`config.mk`:
```
export PLATFORM = sky130hd
export DESIGN_NAME = irqf_top
export DESIGN_NICKNAME = d
export VERILOG_FILES = /design/src/hdl/irqf_pin_edge.v /design/src/hdl/irqf_top.v
export VERILOG_INCLUDE_DIRS = /design/src /design/src/pkg
export SDC_FILE = /design/constraint.sdc
export NUM_CORES = 1
export LEC_CHECK = 0
export BUFFER_PORTS_ARGS = -buffer_cell sky130_fd_sc_hd__clkbuf_2
export CORE_MARGIN = 1
export CORE_UTILIZATION = 49
export CTS_CLUSTER_DIAMETER = 200
export CTS_CLUSTER_SIZE = 16
export DETAILED_ROUTE_END_ITERATION = 6
export GPL_TIMING_DRIVEN = 0
export PLACE_DENSITY = 0.78
export SLEW_MARGIN = 20
export SYNTH_ARGS = -nofsm -noshare
export SYNTH_HDL_FRONTEND = slang
export SYNTH_SLANG_ARGS = --single-unit
```
`constraint.sdc`:
```
create_clock -name pclk -period 1.9 [get_ports pclk]
set_input_delay 0.285 -clock pclk [delete_from_list [all_inputs] [get_ports pclk]]
set_output_delay 0.285 -clock pclk [all_outputs]
set_load 0.01 [all_outputs]
```
`src/pkg/irqf_regs.vh`:
```
// register map, field layout and reset values of the interrupt request flags
`ifndef IRQF_REGS_VH
`define IRQF_REGS_VH

// register indices, byte address is four times the index
`define IRQF_IDX_REQ_SECOND 10'h0F7
`define IRQF_IDX_REQ_FIRST 10'h0F6
`define IRQF_IDX_PIN_FUNC 10'h0F8
`define IRQF_IDX_EDGE_SEL 10'h0F9
`define IRQF_IDX_IRQ_STATUS 10'h0FA
`define IRQF_IDX_IRQ_CLEAR 10'h0FB
`define IRQF_IDX_IRQ_ENABLE 10'h0FC
`define IRQF_IDX_MSB 11
`define IRQF_IDX_LSB 2

// field positions of the request byte
`define IRQF_BIT_TIMER 7
`define IRQF_BIT_SERIAL 6
`define IRQF_BIT_RSVD 5
`define IRQF_PIN_MSB 4
`define IRQF_PIN_LSB 0
`define IRQF_BYTE_MSB 7
`define IRQF_BYTE_LANE 0

// masks
`define IRQF_PIN_ALL 5'h1F
`define IRQF_PIN2_MASK 5'h04

// reset and fixed values
`define IRQF_PIN_FLAG_RST 5'h00
`define IRQF_FLAG_RST 1'b0
`define IRQF_RSVD_READ 1'b1
`define IRQF_RSVD_STATUS 1'b0
`define IRQF_PIN_FUNC_RST 5'h00
`define IRQF_EDGE_SEL_RST 5'h00
`define IRQF_IRQ_EN_RST 8'h00
`define IRQF_TIMER_RST 8'h00
`define IRQF_TIMER_MAX 8'hFF
`define IRQF_TIMER_ZERO 8'h00
`define IRQF_WORD_ZERO 32'h00000000
`define IRQF_UPPER_ZERO 24'h000000
`define IRQF_PIN_ZERO 5'h00
`define IRQF_BYTE_ZERO 8'h00

`endif

```
`src/hdl/irqf_pin_edge.v`:
```
// pin synchroniser and per-pin edge detector
module irqf_pin_edge #(
  parameter NUM_PINS = 5
) (
  // clock and reset
  input wire pclk,
  input wire presetn,
  // asynchronous pins
  input wire [NUM_PINS-1:0] pin_raw,
  // 1 selects rising, 0 falling
  input wire [NUM_PINS-1:0] rise_sel,
  // one-cycle edge pulses
  output wire [NUM_PINS-1:0] edge_pulse
);

  genvar g;
  generate
    for (g = 0; g < NUM_PINS; g = g + 1) begin : g_pin
      reg meta_q;
      reg sync_q;
      reg hist_q;
      // meta_q feeds sync_q only, no logic looks at it
      always @(posedge pclk or negedge presetn) begin
        if (!presetn) begin
          meta_q <= 1'b1;
          sync_q <= 1'b1;
          hist_q <= 1'b1;
        end else begin
          meta_q <= pin_raw[g];
          sync_q <= meta_q;
          hist_q <= sync_q;
        end
      end
      // reset to high so an idle low-active pin gives no false edge
      assign edge_pulse[g] = rise_sel[g] ? (sync_q & ~hist_q) : (~sync_q & hist_q);
    end
  endgenerate

endmodule // irqf_pin_edge

```
`src/hdl/irqf_top.v`:
```
// interrupt request flag register with apb slave and interrupt output
`include "irqf_regs.vh"

// How it works
// - a pin flag sets when its pin is in interrupt mode and its chosen edge arrives.
// - writing 0 to a set pin flag clears it, alike for all five pins.
// - the serial flag sets whenever the serial unit finishes a transfer.
// - writing 0 to the set serial flag clears it.
// - the timer flag sets when the eight-bit timer count wraps from FF to 00.
// - writing 0 to the set timer flag clears it.
// - software can only clear flags, a 1 written to the request byte changes nothing, a 1 written to the clear register clears that flag.
// - on the reduced variant the serial flag and pin 2 flag read as 0.
module irqf_top #(
  parameter REDUCED_VARIANT = 0,
  parameter NUM_PINS = 5
) (
  // clock and reset
  input wire pclk,
  input wire presetn,
  // apb slave
  input wire [11:0] paddr,
  input wire psel,
  input wire penable,
  input wire pwrite,
  input wire [31:0] pwdata,
  input wire [3:0] pstrb,
  output wire [31:0] prdata,
  output wire pready,
  output wire pslverr,
  // interrupt pins, asynchronous
  input wire [NUM_PINS-1:0] ext_irq_pin,
  // serial unit, same clock
  input wire serial_done,
  // timer unit, same clock
  input wire [7:0] timer_count,
  // interrupt output
  output wire irq
);

  // flag state
  reg [NUM_PINS-1:0] pin_flag_q;
  reg [NUM_PINS-1:0] pin_flag_d;
  reg serial_flag_q;
  reg serial_flag_d;
  reg timer_flag_q;
  reg timer_flag_d;

  // configuration
  reg [NUM_PINS-1:0] pin_func_q;
  reg [NUM_PINS-1:0] pin_func_d;
  reg [NUM_PINS-1:0] edge_sel_q;
  reg [NUM_PINS-1:0] edge_sel_d;
  reg [7:0] irq_en_q;
  reg [7:0] irq_en_d;

  // timer history
  reg [7:0] timer_prev_q;

  // bus answer
  reg pready_q;
  reg pready_d;
  reg pslverr_q;
  reg pslverr_d;
  reg [31:0] prdata_q;
  reg [31:0] prdata_d;
  reg irq_q;
  reg irq_d;

  // read composition
  reg [7:0] rd_byte;
  reg rd_hit;

  wire [NUM_PINS-1:0] pin_edge;

  // variant availability
  wire serial_avail;
  wire [NUM_PINS-1:0] pin_avail;

  assign serial_avail = (REDUCED_VARIANT == 0);
  assign pin_avail = serial_avail ? `IRQF_PIN_ALL : (`IRQF_PIN_ALL & ~`IRQF_PIN2_MASK);

  // synchronised pins and edge pulses
  irqf_pin_edge #(
    .NUM_PINS(NUM_PINS)
  ) u_pin_edge (
    .pclk(pclk),
    .presetn(presetn),
    .pin_raw(ext_irq_pin),
    .rise_sel(edge_sel_q),
    .edge_pulse(pin_edge)
  );

  // address decode
  wire [9:0] acc_idx;
  wire hit_first;
  wire hit_second;
  wire hit_func;
  wire hit_edge;
  wire hit_status;
  wire hit_clear;
  wire hit_enable;

  assign acc_idx = paddr[`IRQF_IDX_MSB:`IRQF_IDX_LSB];
  assign hit_first = (acc_idx == `IRQF_IDX_REQ_FIRST);
  assign hit_second = (acc_idx == `IRQF_IDX_REQ_SECOND);
  assign hit_func = (acc_idx == `IRQF_IDX_PIN_FUNC);
  assign hit_edge = (acc_idx == `IRQF_IDX_EDGE_SEL);
  assign hit_status = (acc_idx == `IRQF_IDX_IRQ_STATUS);
  assign hit_clear = (acc_idx == `IRQF_IDX_IRQ_CLEAR);
  assign hit_enable = (acc_idx == `IRQF_IDX_IRQ_ENABLE);

  // transfer phases, one wait state so every answer is a flop
  wire acc_phase;
  wire acc_first;
  wire acc_done;
  wire wr_lane;

  assign acc_phase = psel & penable;
  assign acc_first = acc_phase & ~pready_q;
  assign acc_done = acc_phase & pready_q;
  assign wr_lane = acc_done & pwrite & pstrb[`IRQF_BYTE_LANE];

  wire wr_first;
  wire wr_func;
  wire wr_edge;
  wire wr_clear;
  wire wr_enable;

  assign wr_first = wr_lane & hit_first;
  assign wr_func = wr_lane & hit_func;
  assign wr_edge = wr_lane & hit_edge;
  assign wr_clear = wr_lane & hit_clear;
  assign wr_enable = wr_lane & hit_enable;

  // set events
  wire [NUM_PINS-1:0] pin_set;
  wire serial_set;
  wire timer_set;

  assign pin_set = pin_edge & pin_func_q & pin_avail;
  assign serial_set = serial_done & serial_avail;
  assign timer_set = (timer_prev_q == `IRQF_TIMER_MAX) &
                     (timer_count == `IRQF_TIMER_ZERO);

  // clear masks, a written 0 at the request byte or a written 1 at the clear register clears a flag
  wire [NUM_PINS-1:0] pin_clr;
  wire serial_clr;
  wire timer_clr;
  wire [NUM_PINS-1:0] pin_wr0;
  wire [NUM_PINS-1:0] pin_wr1;

  assign pin_wr0 = wr_first ? ~pwdata[`IRQF_PIN_MSB:`IRQF_PIN_LSB] : `IRQF_PIN_ZERO;
  assign pin_wr1 = wr_clear ? pwdata[`IRQF_PIN_MSB:`IRQF_PIN_LSB] : `IRQF_PIN_ZERO;
  assign pin_clr = pin_wr0 | pin_wr1;
  assign serial_clr = (wr_first & ~pwdata[`IRQF_BIT_SERIAL]) |
                      (wr_clear & pwdata[`IRQF_BIT_SERIAL]);
  assign timer_clr = (wr_first & ~pwdata[`IRQF_BIT_TIMER]) |
                     (wr_clear & pwdata[`IRQF_BIT_TIMER]);

  // pin flags
  always @* begin
    pin_flag_d = pin_flag_q & ~pin_clr;
    pin_flag_d = pin_flag_d | pin_set;
    pin_flag_d = pin_flag_d & pin_avail;
  end

  // serial flag
  always @* begin
    serial_flag_d = serial_flag_q & ~serial_clr;
    serial_flag_d = serial_flag_d | serial_set;
    serial_flag_d = serial_flag_d & serial_avail;
  end

  // timer flag
  always @* begin
    timer_flag_d = timer_flag_q & ~timer_clr;
    timer_flag_d = timer_flag_d | timer_set;
  end

  // configuration next values
  always @* begin
    pin_func_d = pin_func_q;
    if (wr_func) begin
      pin_func_d = pwdata[`IRQF_PIN_MSB:`IRQF_PIN_LSB];
    end
  end

  always @* begin
    edge_sel_d = edge_sel_q;
    if (wr_edge) begin
      edge_sel_d = pwdata[`IRQF_PIN_MSB:`IRQF_PIN_LSB];
    end
  end

  always @* begin
    irq_en_d = irq_en_q;
    if (wr_enable) begin
      irq_en_d = pwdata[`IRQF_BYTE_MSB:0];
    end
  end

  // assembled request bytes
  wire [7:0] req_byte;
  wire [7:0] status_byte;

  assign req_byte = {timer_flag_q, serial_flag_q, `IRQF_RSVD_READ, pin_flag_q};
  assign status_byte = {timer_flag_q, serial_flag_q, `IRQF_RSVD_STATUS, pin_flag_q};

  // read mux, clear register reads as zero
  always @* begin
    rd_byte = `IRQF_BYTE_ZERO;
    rd_hit = 1'b1;
    case (1'b1)
      hit_first: begin
        rd_byte = req_byte;
      end
      hit_second: begin
        rd_byte = `IRQF_BYTE_ZERO;
      end
      hit_func: begin
        rd_byte = {3'h0, pin_func_q};
      end
      hit_edge: begin
        rd_byte = {3'h0, edge_sel_q};
      end
      hit_status: begin
        rd_byte = status_byte;
      end
      hit_clear: begin
        rd_byte = `IRQF_BYTE_ZERO;
      end
      hit_enable: begin
        rd_byte = irq_en_q;
      end
      default: begin
        rd_hit = 1'b0;
      end
    endcase
  end

  // answer formed in the first access cycle, shown in the second
  always @* begin
    pready_d = acc_first;
    pslverr_d = acc_first & ~rd_hit;
    prdata_d = prdata_q;
    if (acc_first) begin
      prdata_d = `IRQF_WORD_ZERO;
      if (!pwrite) begin
        prdata_d = {`IRQF_UPPER_ZERO, rd_byte};
      end
    end else if (acc_done) begin
      prdata_d = `IRQF_WORD_ZERO;
    end
  end

  // level interrupt from next flag state so it tracks without lag
  always @* begin
    irq_d = |({timer_flag_d, serial_flag_d, `IRQF_RSVD_STATUS, pin_flag_d} & irq_en_q);
  end

  // flags
  always @(posedge pclk or negedge presetn) begin
    if (!presetn) begin
      pin_flag_q <= `IRQF_PIN_FLAG_RST;
      serial_flag_q <= `IRQF_FLAG_RST;
      timer_flag_q <= `IRQF_FLAG_RST;
    end else begin
      pin_flag_q <= pin_flag_d;
      serial_flag_q <= serial_flag_d;
      timer_flag_q <= timer_flag_d;
    end
  end

  // configuration
  always @(posedge pclk or negedge presetn) begin
    if (!presetn) begin
      pin_func_q <= `IRQF_PIN_FUNC_RST;
      edge_sel_q <= `IRQF_EDGE_SEL_RST;
      irq_en_q <= `IRQF_IRQ_EN_RST;
    end else begin
      pin_func_q <= pin_func_d;
      edge_sel_q <= edge_sel_d;
      irq_en_q <= irq_en_d;
    end
  end

  // timer history, wrap seen only between two adjacent samples
  always @(posedge pclk or negedge presetn) begin
    if (!presetn) begin
      timer_prev_q <= `IRQF_TIMER_RST;
    end else begin
      timer_prev_q <= timer_count;
    end
  end

  // bus answer and interrupt
  always @(posedge pclk or negedge presetn) begin
    if (!presetn) begin
      pready_q <= 1'b0;
      pslverr_q <= 1'b0;
      prdata_q <= `IRQF_WORD_ZERO;
      irq_q <= 1'b0;
    end else begin
      pready_q <= pready_d;
      pslverr_q <= pslverr_d;
      prdata_q <= prdata_d;
      irq_q <= irq_d;
    end
  end

  assign prdata = prdata_q;
  assign pready = pready_q;
  assign pslverr = pslverr_q;
  assign irq = irq_q;

endmodule // irqf_top

```
---- Word-level counts from Yosys, hierarchy flattened ----
Cells that the tools add are included.
word-level totals
  word-level logic and storage cells ...... 116
  flip-flop bits (word level) ............. 83
  output and inout bits ................... 35
  input bits .............................. 67
cells by class
  equality and inequality tests ........... 8
  reduce and logical (&&, ||, !) cells .... 3
  bitwise operators ....................... 55
  muxes and demuxes ....................... 24
operators with widths
  operator                                              count
  equality test 10 x 8 -> 1 bit, second input constant  7
  2-to-1 mux 32 bit                                     2
  2-to-1 mux 8 bit                                      8
  bitwise AND 1 bit                                     28
  NOT 1 bit                                             16
  2-to-1 mux 1 bit                                      12
  bitwise AND 5 bit                                     2
  2-to-1 mux 5 bit                                      2
  NOT 5 bit                                             2
  bitwise OR 5 bit                                      2
  bitwise AND 8 bit                                     1
  equality test 8 bit, second input constant            1
  zero test 8 bit                                       1
  OR reduction 8 bit                                    1
  bitwise OR 1 bit                                      4
  nonzero test 2 bit                                    1

---- Depth between registers and ports, before layout ----
  depth after elaboration ................. 12
  mapped depth ............................ 6

---- Hierarchy ----
From an unflattened synthesis, not the netlist that was laid out.
unflattened totals
  cell total of the unflattened synthesis .. 260
  area total of the unflattened synthesis .. 2846.5 um^2
modules (own cells, without submodules)
  module         times used  cells each  sequential area each (um^2)  area an instance (um^2)
  irqf_top       1           230         1101.1                       2343.5
  irqf_pin_edge  1           30          394.1                        503.0

---- Least setup slack after synthesis ----
Ideal clock, no wire load.
  kind .................................... input -> register
  start ................................... in paddr[4]
  end ..................................... reg pin_func_q[0]
  library setup time ...................... 125 ps
  arrival time ............................ 1841 ps
  buffers on the path ..................... 1
  stages on the path ...................... 5
  data required time ...................... 1775 ps
  path slack .............................. -66 ps
  cells stage by stage .................... or4b_4 or3_1 buf_6 nor3_4 mux2_2
between the ends
  cells in the longest elaborated chain, start to end .. 2
RTL lines
  what                                            RTL line        source
  from (decl)                                     irqf_top.v:21   input wire [11:0] paddr,
  equality test 10 x 8 -> 1 bit (no source line)  --
  bitwise AND 1 bit                               irqf_top.v:130  assign wr_func = wr_lane & hit_func;
  to (signal assigned)                            irqf_top.v:277  pin_func_q <= `IRQF_PIN_FUNC_RST;
  to (signal assigned)                            irqf_top.v:281  pin_func_q <= pin_func_d;
  to (decl)                                       irqf_top.v:49   reg [NUM_PINS-1:0] pin_func_q;
No other way between the ends.
A chain may end at the register's enable or synchronous reset.

---- Worst setup path in the final report ----
  start ................................... reg u_pin_edge.g_pin[2].hist_q
  end ..................................... reg irq_q, in the netlist irq
between the ends
  cells in the longest elaborated chain, start to end .. 7
RTL lines
  what                    RTL line            source
  from (decl)             irqf_pin_edge.v:21  reg hist_q;
  from (signal assigned)  irqf_pin_edge.v:31  hist_q <= sync_q;
  NOT 1 bit               irqf_pin_edge.v:35  assign edge_pulse[g] = rise_sel[g] ? (sync_q & ~hist_q) : (~sync_q & hist_q);
  bitwise AND 1 bit       irqf_pin_edge.v:35
  2-to-1 mux 1 bit *      irqf_pin_edge.v:35
  bitwise AND 5 bit *     irqf_top.v:140      assign pin_set = pin_edge & pin_func_q & pin_avail;
  bitwise OR 5 bit *      irqf_top.v:163      pin_flag_d = pin_flag_d | pin_set;
  bitwise AND 8 bit *     irqf_top.v:258      irq_d = |({timer_flag_d, serial_flag_d, `IRQF_RSVD_STATUS, pin_flag_d} & irq_en_q);
  OR reduction 8 bit *    irqf_top.v:258
  named net irq_d         irqf_top.v:67       reg irq_d;
  to (signal assigned)    irqf_top.v:307      irq_q <= irq_d;
  to (decl)               irqf_top.v:66       reg irq_q;
The timed path passes the listed nets; every way through them passes the cells marked *.

==> out/results.ini <==
[timing]
hold_viol_final=0
min_period_over_period_pct=96.4
tightest_slew_ps=714
worst_slack_ps=67.7
setup_viol=0
fmax_ghz=0.546
slew_headroom_pct=52.1
fin_crit_ps=1830
maxSlewViolCount=0
hold_slack_ps=24.8
fin_worst_skew_ps=7.25
rsz0062_at_grt=no

[place]
port_buffers=47
gp_congestion=0.879
dp_worst_setup_slack_ps=-367
hpwl_um=4080

[status]
status=complete, no violations

[power]
power_per_cell_area_nw_per_um2=757
ir_worst_vdd_v=0.000773
leakage_nw=1.70
power_mw=2.66

[synthesis]
ys_types=52
synth.area.top_cells=dfrtp_1, dfstp_2, mux2_2, buf_4, nand2_1
ys_seq_elements=59
yosysTopAreaCell=dfrtp_1
synth_edf_count=0
syn_area_um2=2790
synthCells=243
synth_warnings=0
async_reset_ff_share_pct=100
synth_area_per_cell_um2=11.5
ys_seq_area_share_pct=53.6
synthFlopType=dfrtp_1
synth_top_area_share_pct=39.5

[clocking]
cts_tree=done
clk_path_buf_depth=2
clock-root-buffer=clkbuf_8
cts_sinks=59
clock_latency_ps=340
h-tree-depth=3
cts_buffers=9
cts.clk_slew.worst_paths_ps=70

[drt]
drt_iter0_drc=192
ant_nets=0
wl_per_cell_um=14.4
viasPerCell=5.41
drcViolationCount=0
firstDrtPassIters=5
routed-via-count=2213
drt_wl_total_um=5870

[die]
io_pins=102
core_um2=5510
die_h_um=77.4
start_util_pct=50.6
dieArea_um2=6000
dieWidth_um=77.4
num_rows=27

[finish]
syn_to_final_growth_pct=26.0
n_antenna_cell=0
final_nets=399
final_cell_mix=clkbuf_2, dfrtp_1, buf_4, conb_1
final_layout_size_suffix_gt1_share_pct=41.8
n_fill_cell=461
mostFrequentLayoutCell=clkbuf_2

[global_route]
grt_overflow=0
grt_max_degree=34
gr-usage-all-layers_pct=20.8
grt_pass1_vias=1965
grt_pass1_wl_um=9360
antenna_found_initial=0

[min_path]
hold_class=in2reg

[setup_path]
crit_arrival_ps=2010
critPathMaxFanout=2
worst_setup_path_end_kind=flip-flop
cp-start-kind=flip-flop
path_class=reg2reg
crit_required_ps=2080

[job]
drv_cap=0

==> critical path, stage by stage, from the launching register on <==
cell,delay (ps)
dfstp_2,530
and3b_1,180
o21ai_2,170
a2bb2o_1,320
a2111oi_2,280
o2111ai_1,200
==> report_power, final <==
group | leakage, nW | total (mW) | switching (mW) | internal, mW
registers | 0.742 | 1.31 | 0.0128 | 1.30
clock network | 0.101 | 1.15 | 0.475 | 0.677
logic | 0.859 | 0.198 | 0.110 | 0.0882
total | 1.70 | 2.66 | 0.597 | 2.06
==> sequential cells by signal, summed over array words and instances (netlist names) <==
signal / count
irq_en_q: 8
prdata: 8
timer_prev_q: 8
edge_sel_q: 5
pin_flag_q: 5
pin_func_q: 5
u_pin_edge.g_pin.hist_q: 5
u_pin_edge.g_pin.meta_q: 5
u_pin_edge.g_pin.sync_q: 5
irq: 1
pready: 1
pslverr: 1
serial_flag_q: 1
timer_flag_q: 1
==> kinds of logic after synthesis <==
group / Yosys count / share of synthesized area (%)
flops: 59 / 53.6
buf+inv: 31 / 7.85
mux: 23 / 9.29
other cells: 1 / 0.134
compound gates: 58 / 14.0
simple gates: 71 / 15.1
==> synth_stat cells, types with 4 or more instances <==
master    n
a21o_1    5
a21oi_1  11
and3_1    4
buf_4    25
dfrtp_1  44
dfstp_2  15
mux2_2   22
nand2_1  22
nand4_1   4
nor3_1   10
o21ai_0   5
o22ai_1   9
o31ai_1  10
==> path summary, 6_finish.rpt <==
kind / startpoint / end / slack, ps / cells past startpoint
min in group asynchronous: presetn / pin_flag_q[1]$_DFF_PN0_ / 440 / 2
max reg2reg: u_pin_edge.g_pin[2].hist_q$_DFF_PN1_ / irq$_DFF_PN0_ / 70 / 5
max in group asynchronous: presetn / u_pin_edge.g_pin[4].hist_q$_DFF_PN1_ / 910 / 3
min: ext_irq_pin[4] / u_pin_edge.g_pin[4].meta_q$_DFF_PN1_ / 20 / 1
min reg2reg: u_pin_edge.g_pin[0].meta_q$_DFF_PN1_ / u_pin_edge.g_pin[0].sync_q$_DFF_PN1_ / 350 / 0
max: u_pin_edge.g_pin[2].hist_q$_DFF_PN1_ / irq$_DFF_PN0_ / 70 / 5
==> stage by stage <==
step | util, % | std cells | area [um^2] | setup TNS, ps
detailed placement | 58.5 | 386 | 3220 | -5900
floorplan | - | 266 | 2880 | -329
finish | 63.8 | 409 | 3510 | 0
global route | 63.8 | 409 | 3510 | 0
global placement | 58.1 | 385 | 3200 | -5750
CTS | 62.8 | 405 | 3460 | 0
==> metal layers <==
layer,GRT usage [%],vias up,share of wire [%]
met1,28.4,1069,45
met2,29.5,89,47
met3,4.47,17,5.8
li1,-,1038,-
met5,0,-,0
met4,14.7,0,2.7
==> cell type report <==
type / instances / area [um^2] / share of cell area [%]
plain buffers: 30 / 218 / 6.20
clock buffers: 14 / 163 / 4.63
clock inverters: 2 / 35.0 / 0.997
inverters: 1 / 3.75 / 0.107
multi-input cells: 176 / 1190 / 33.8
flip-flops and latches: 59 / 1500 / 42.6
well taps: 72 / 90.1 / 2.56
repair buffers: 55 / 322 / 9.15
==> timing repair <==
item | in CTS | in global routing
pin swaps | 1 | 2
hold buffers | 1 | 2
endpoints found under the hold margin | 16 | 2
resized for setup | 5 | 4
endpoints found under the setup margin | 12 | 14
setup buffers | 2 | 2
(Power assumes the default switching activity.)
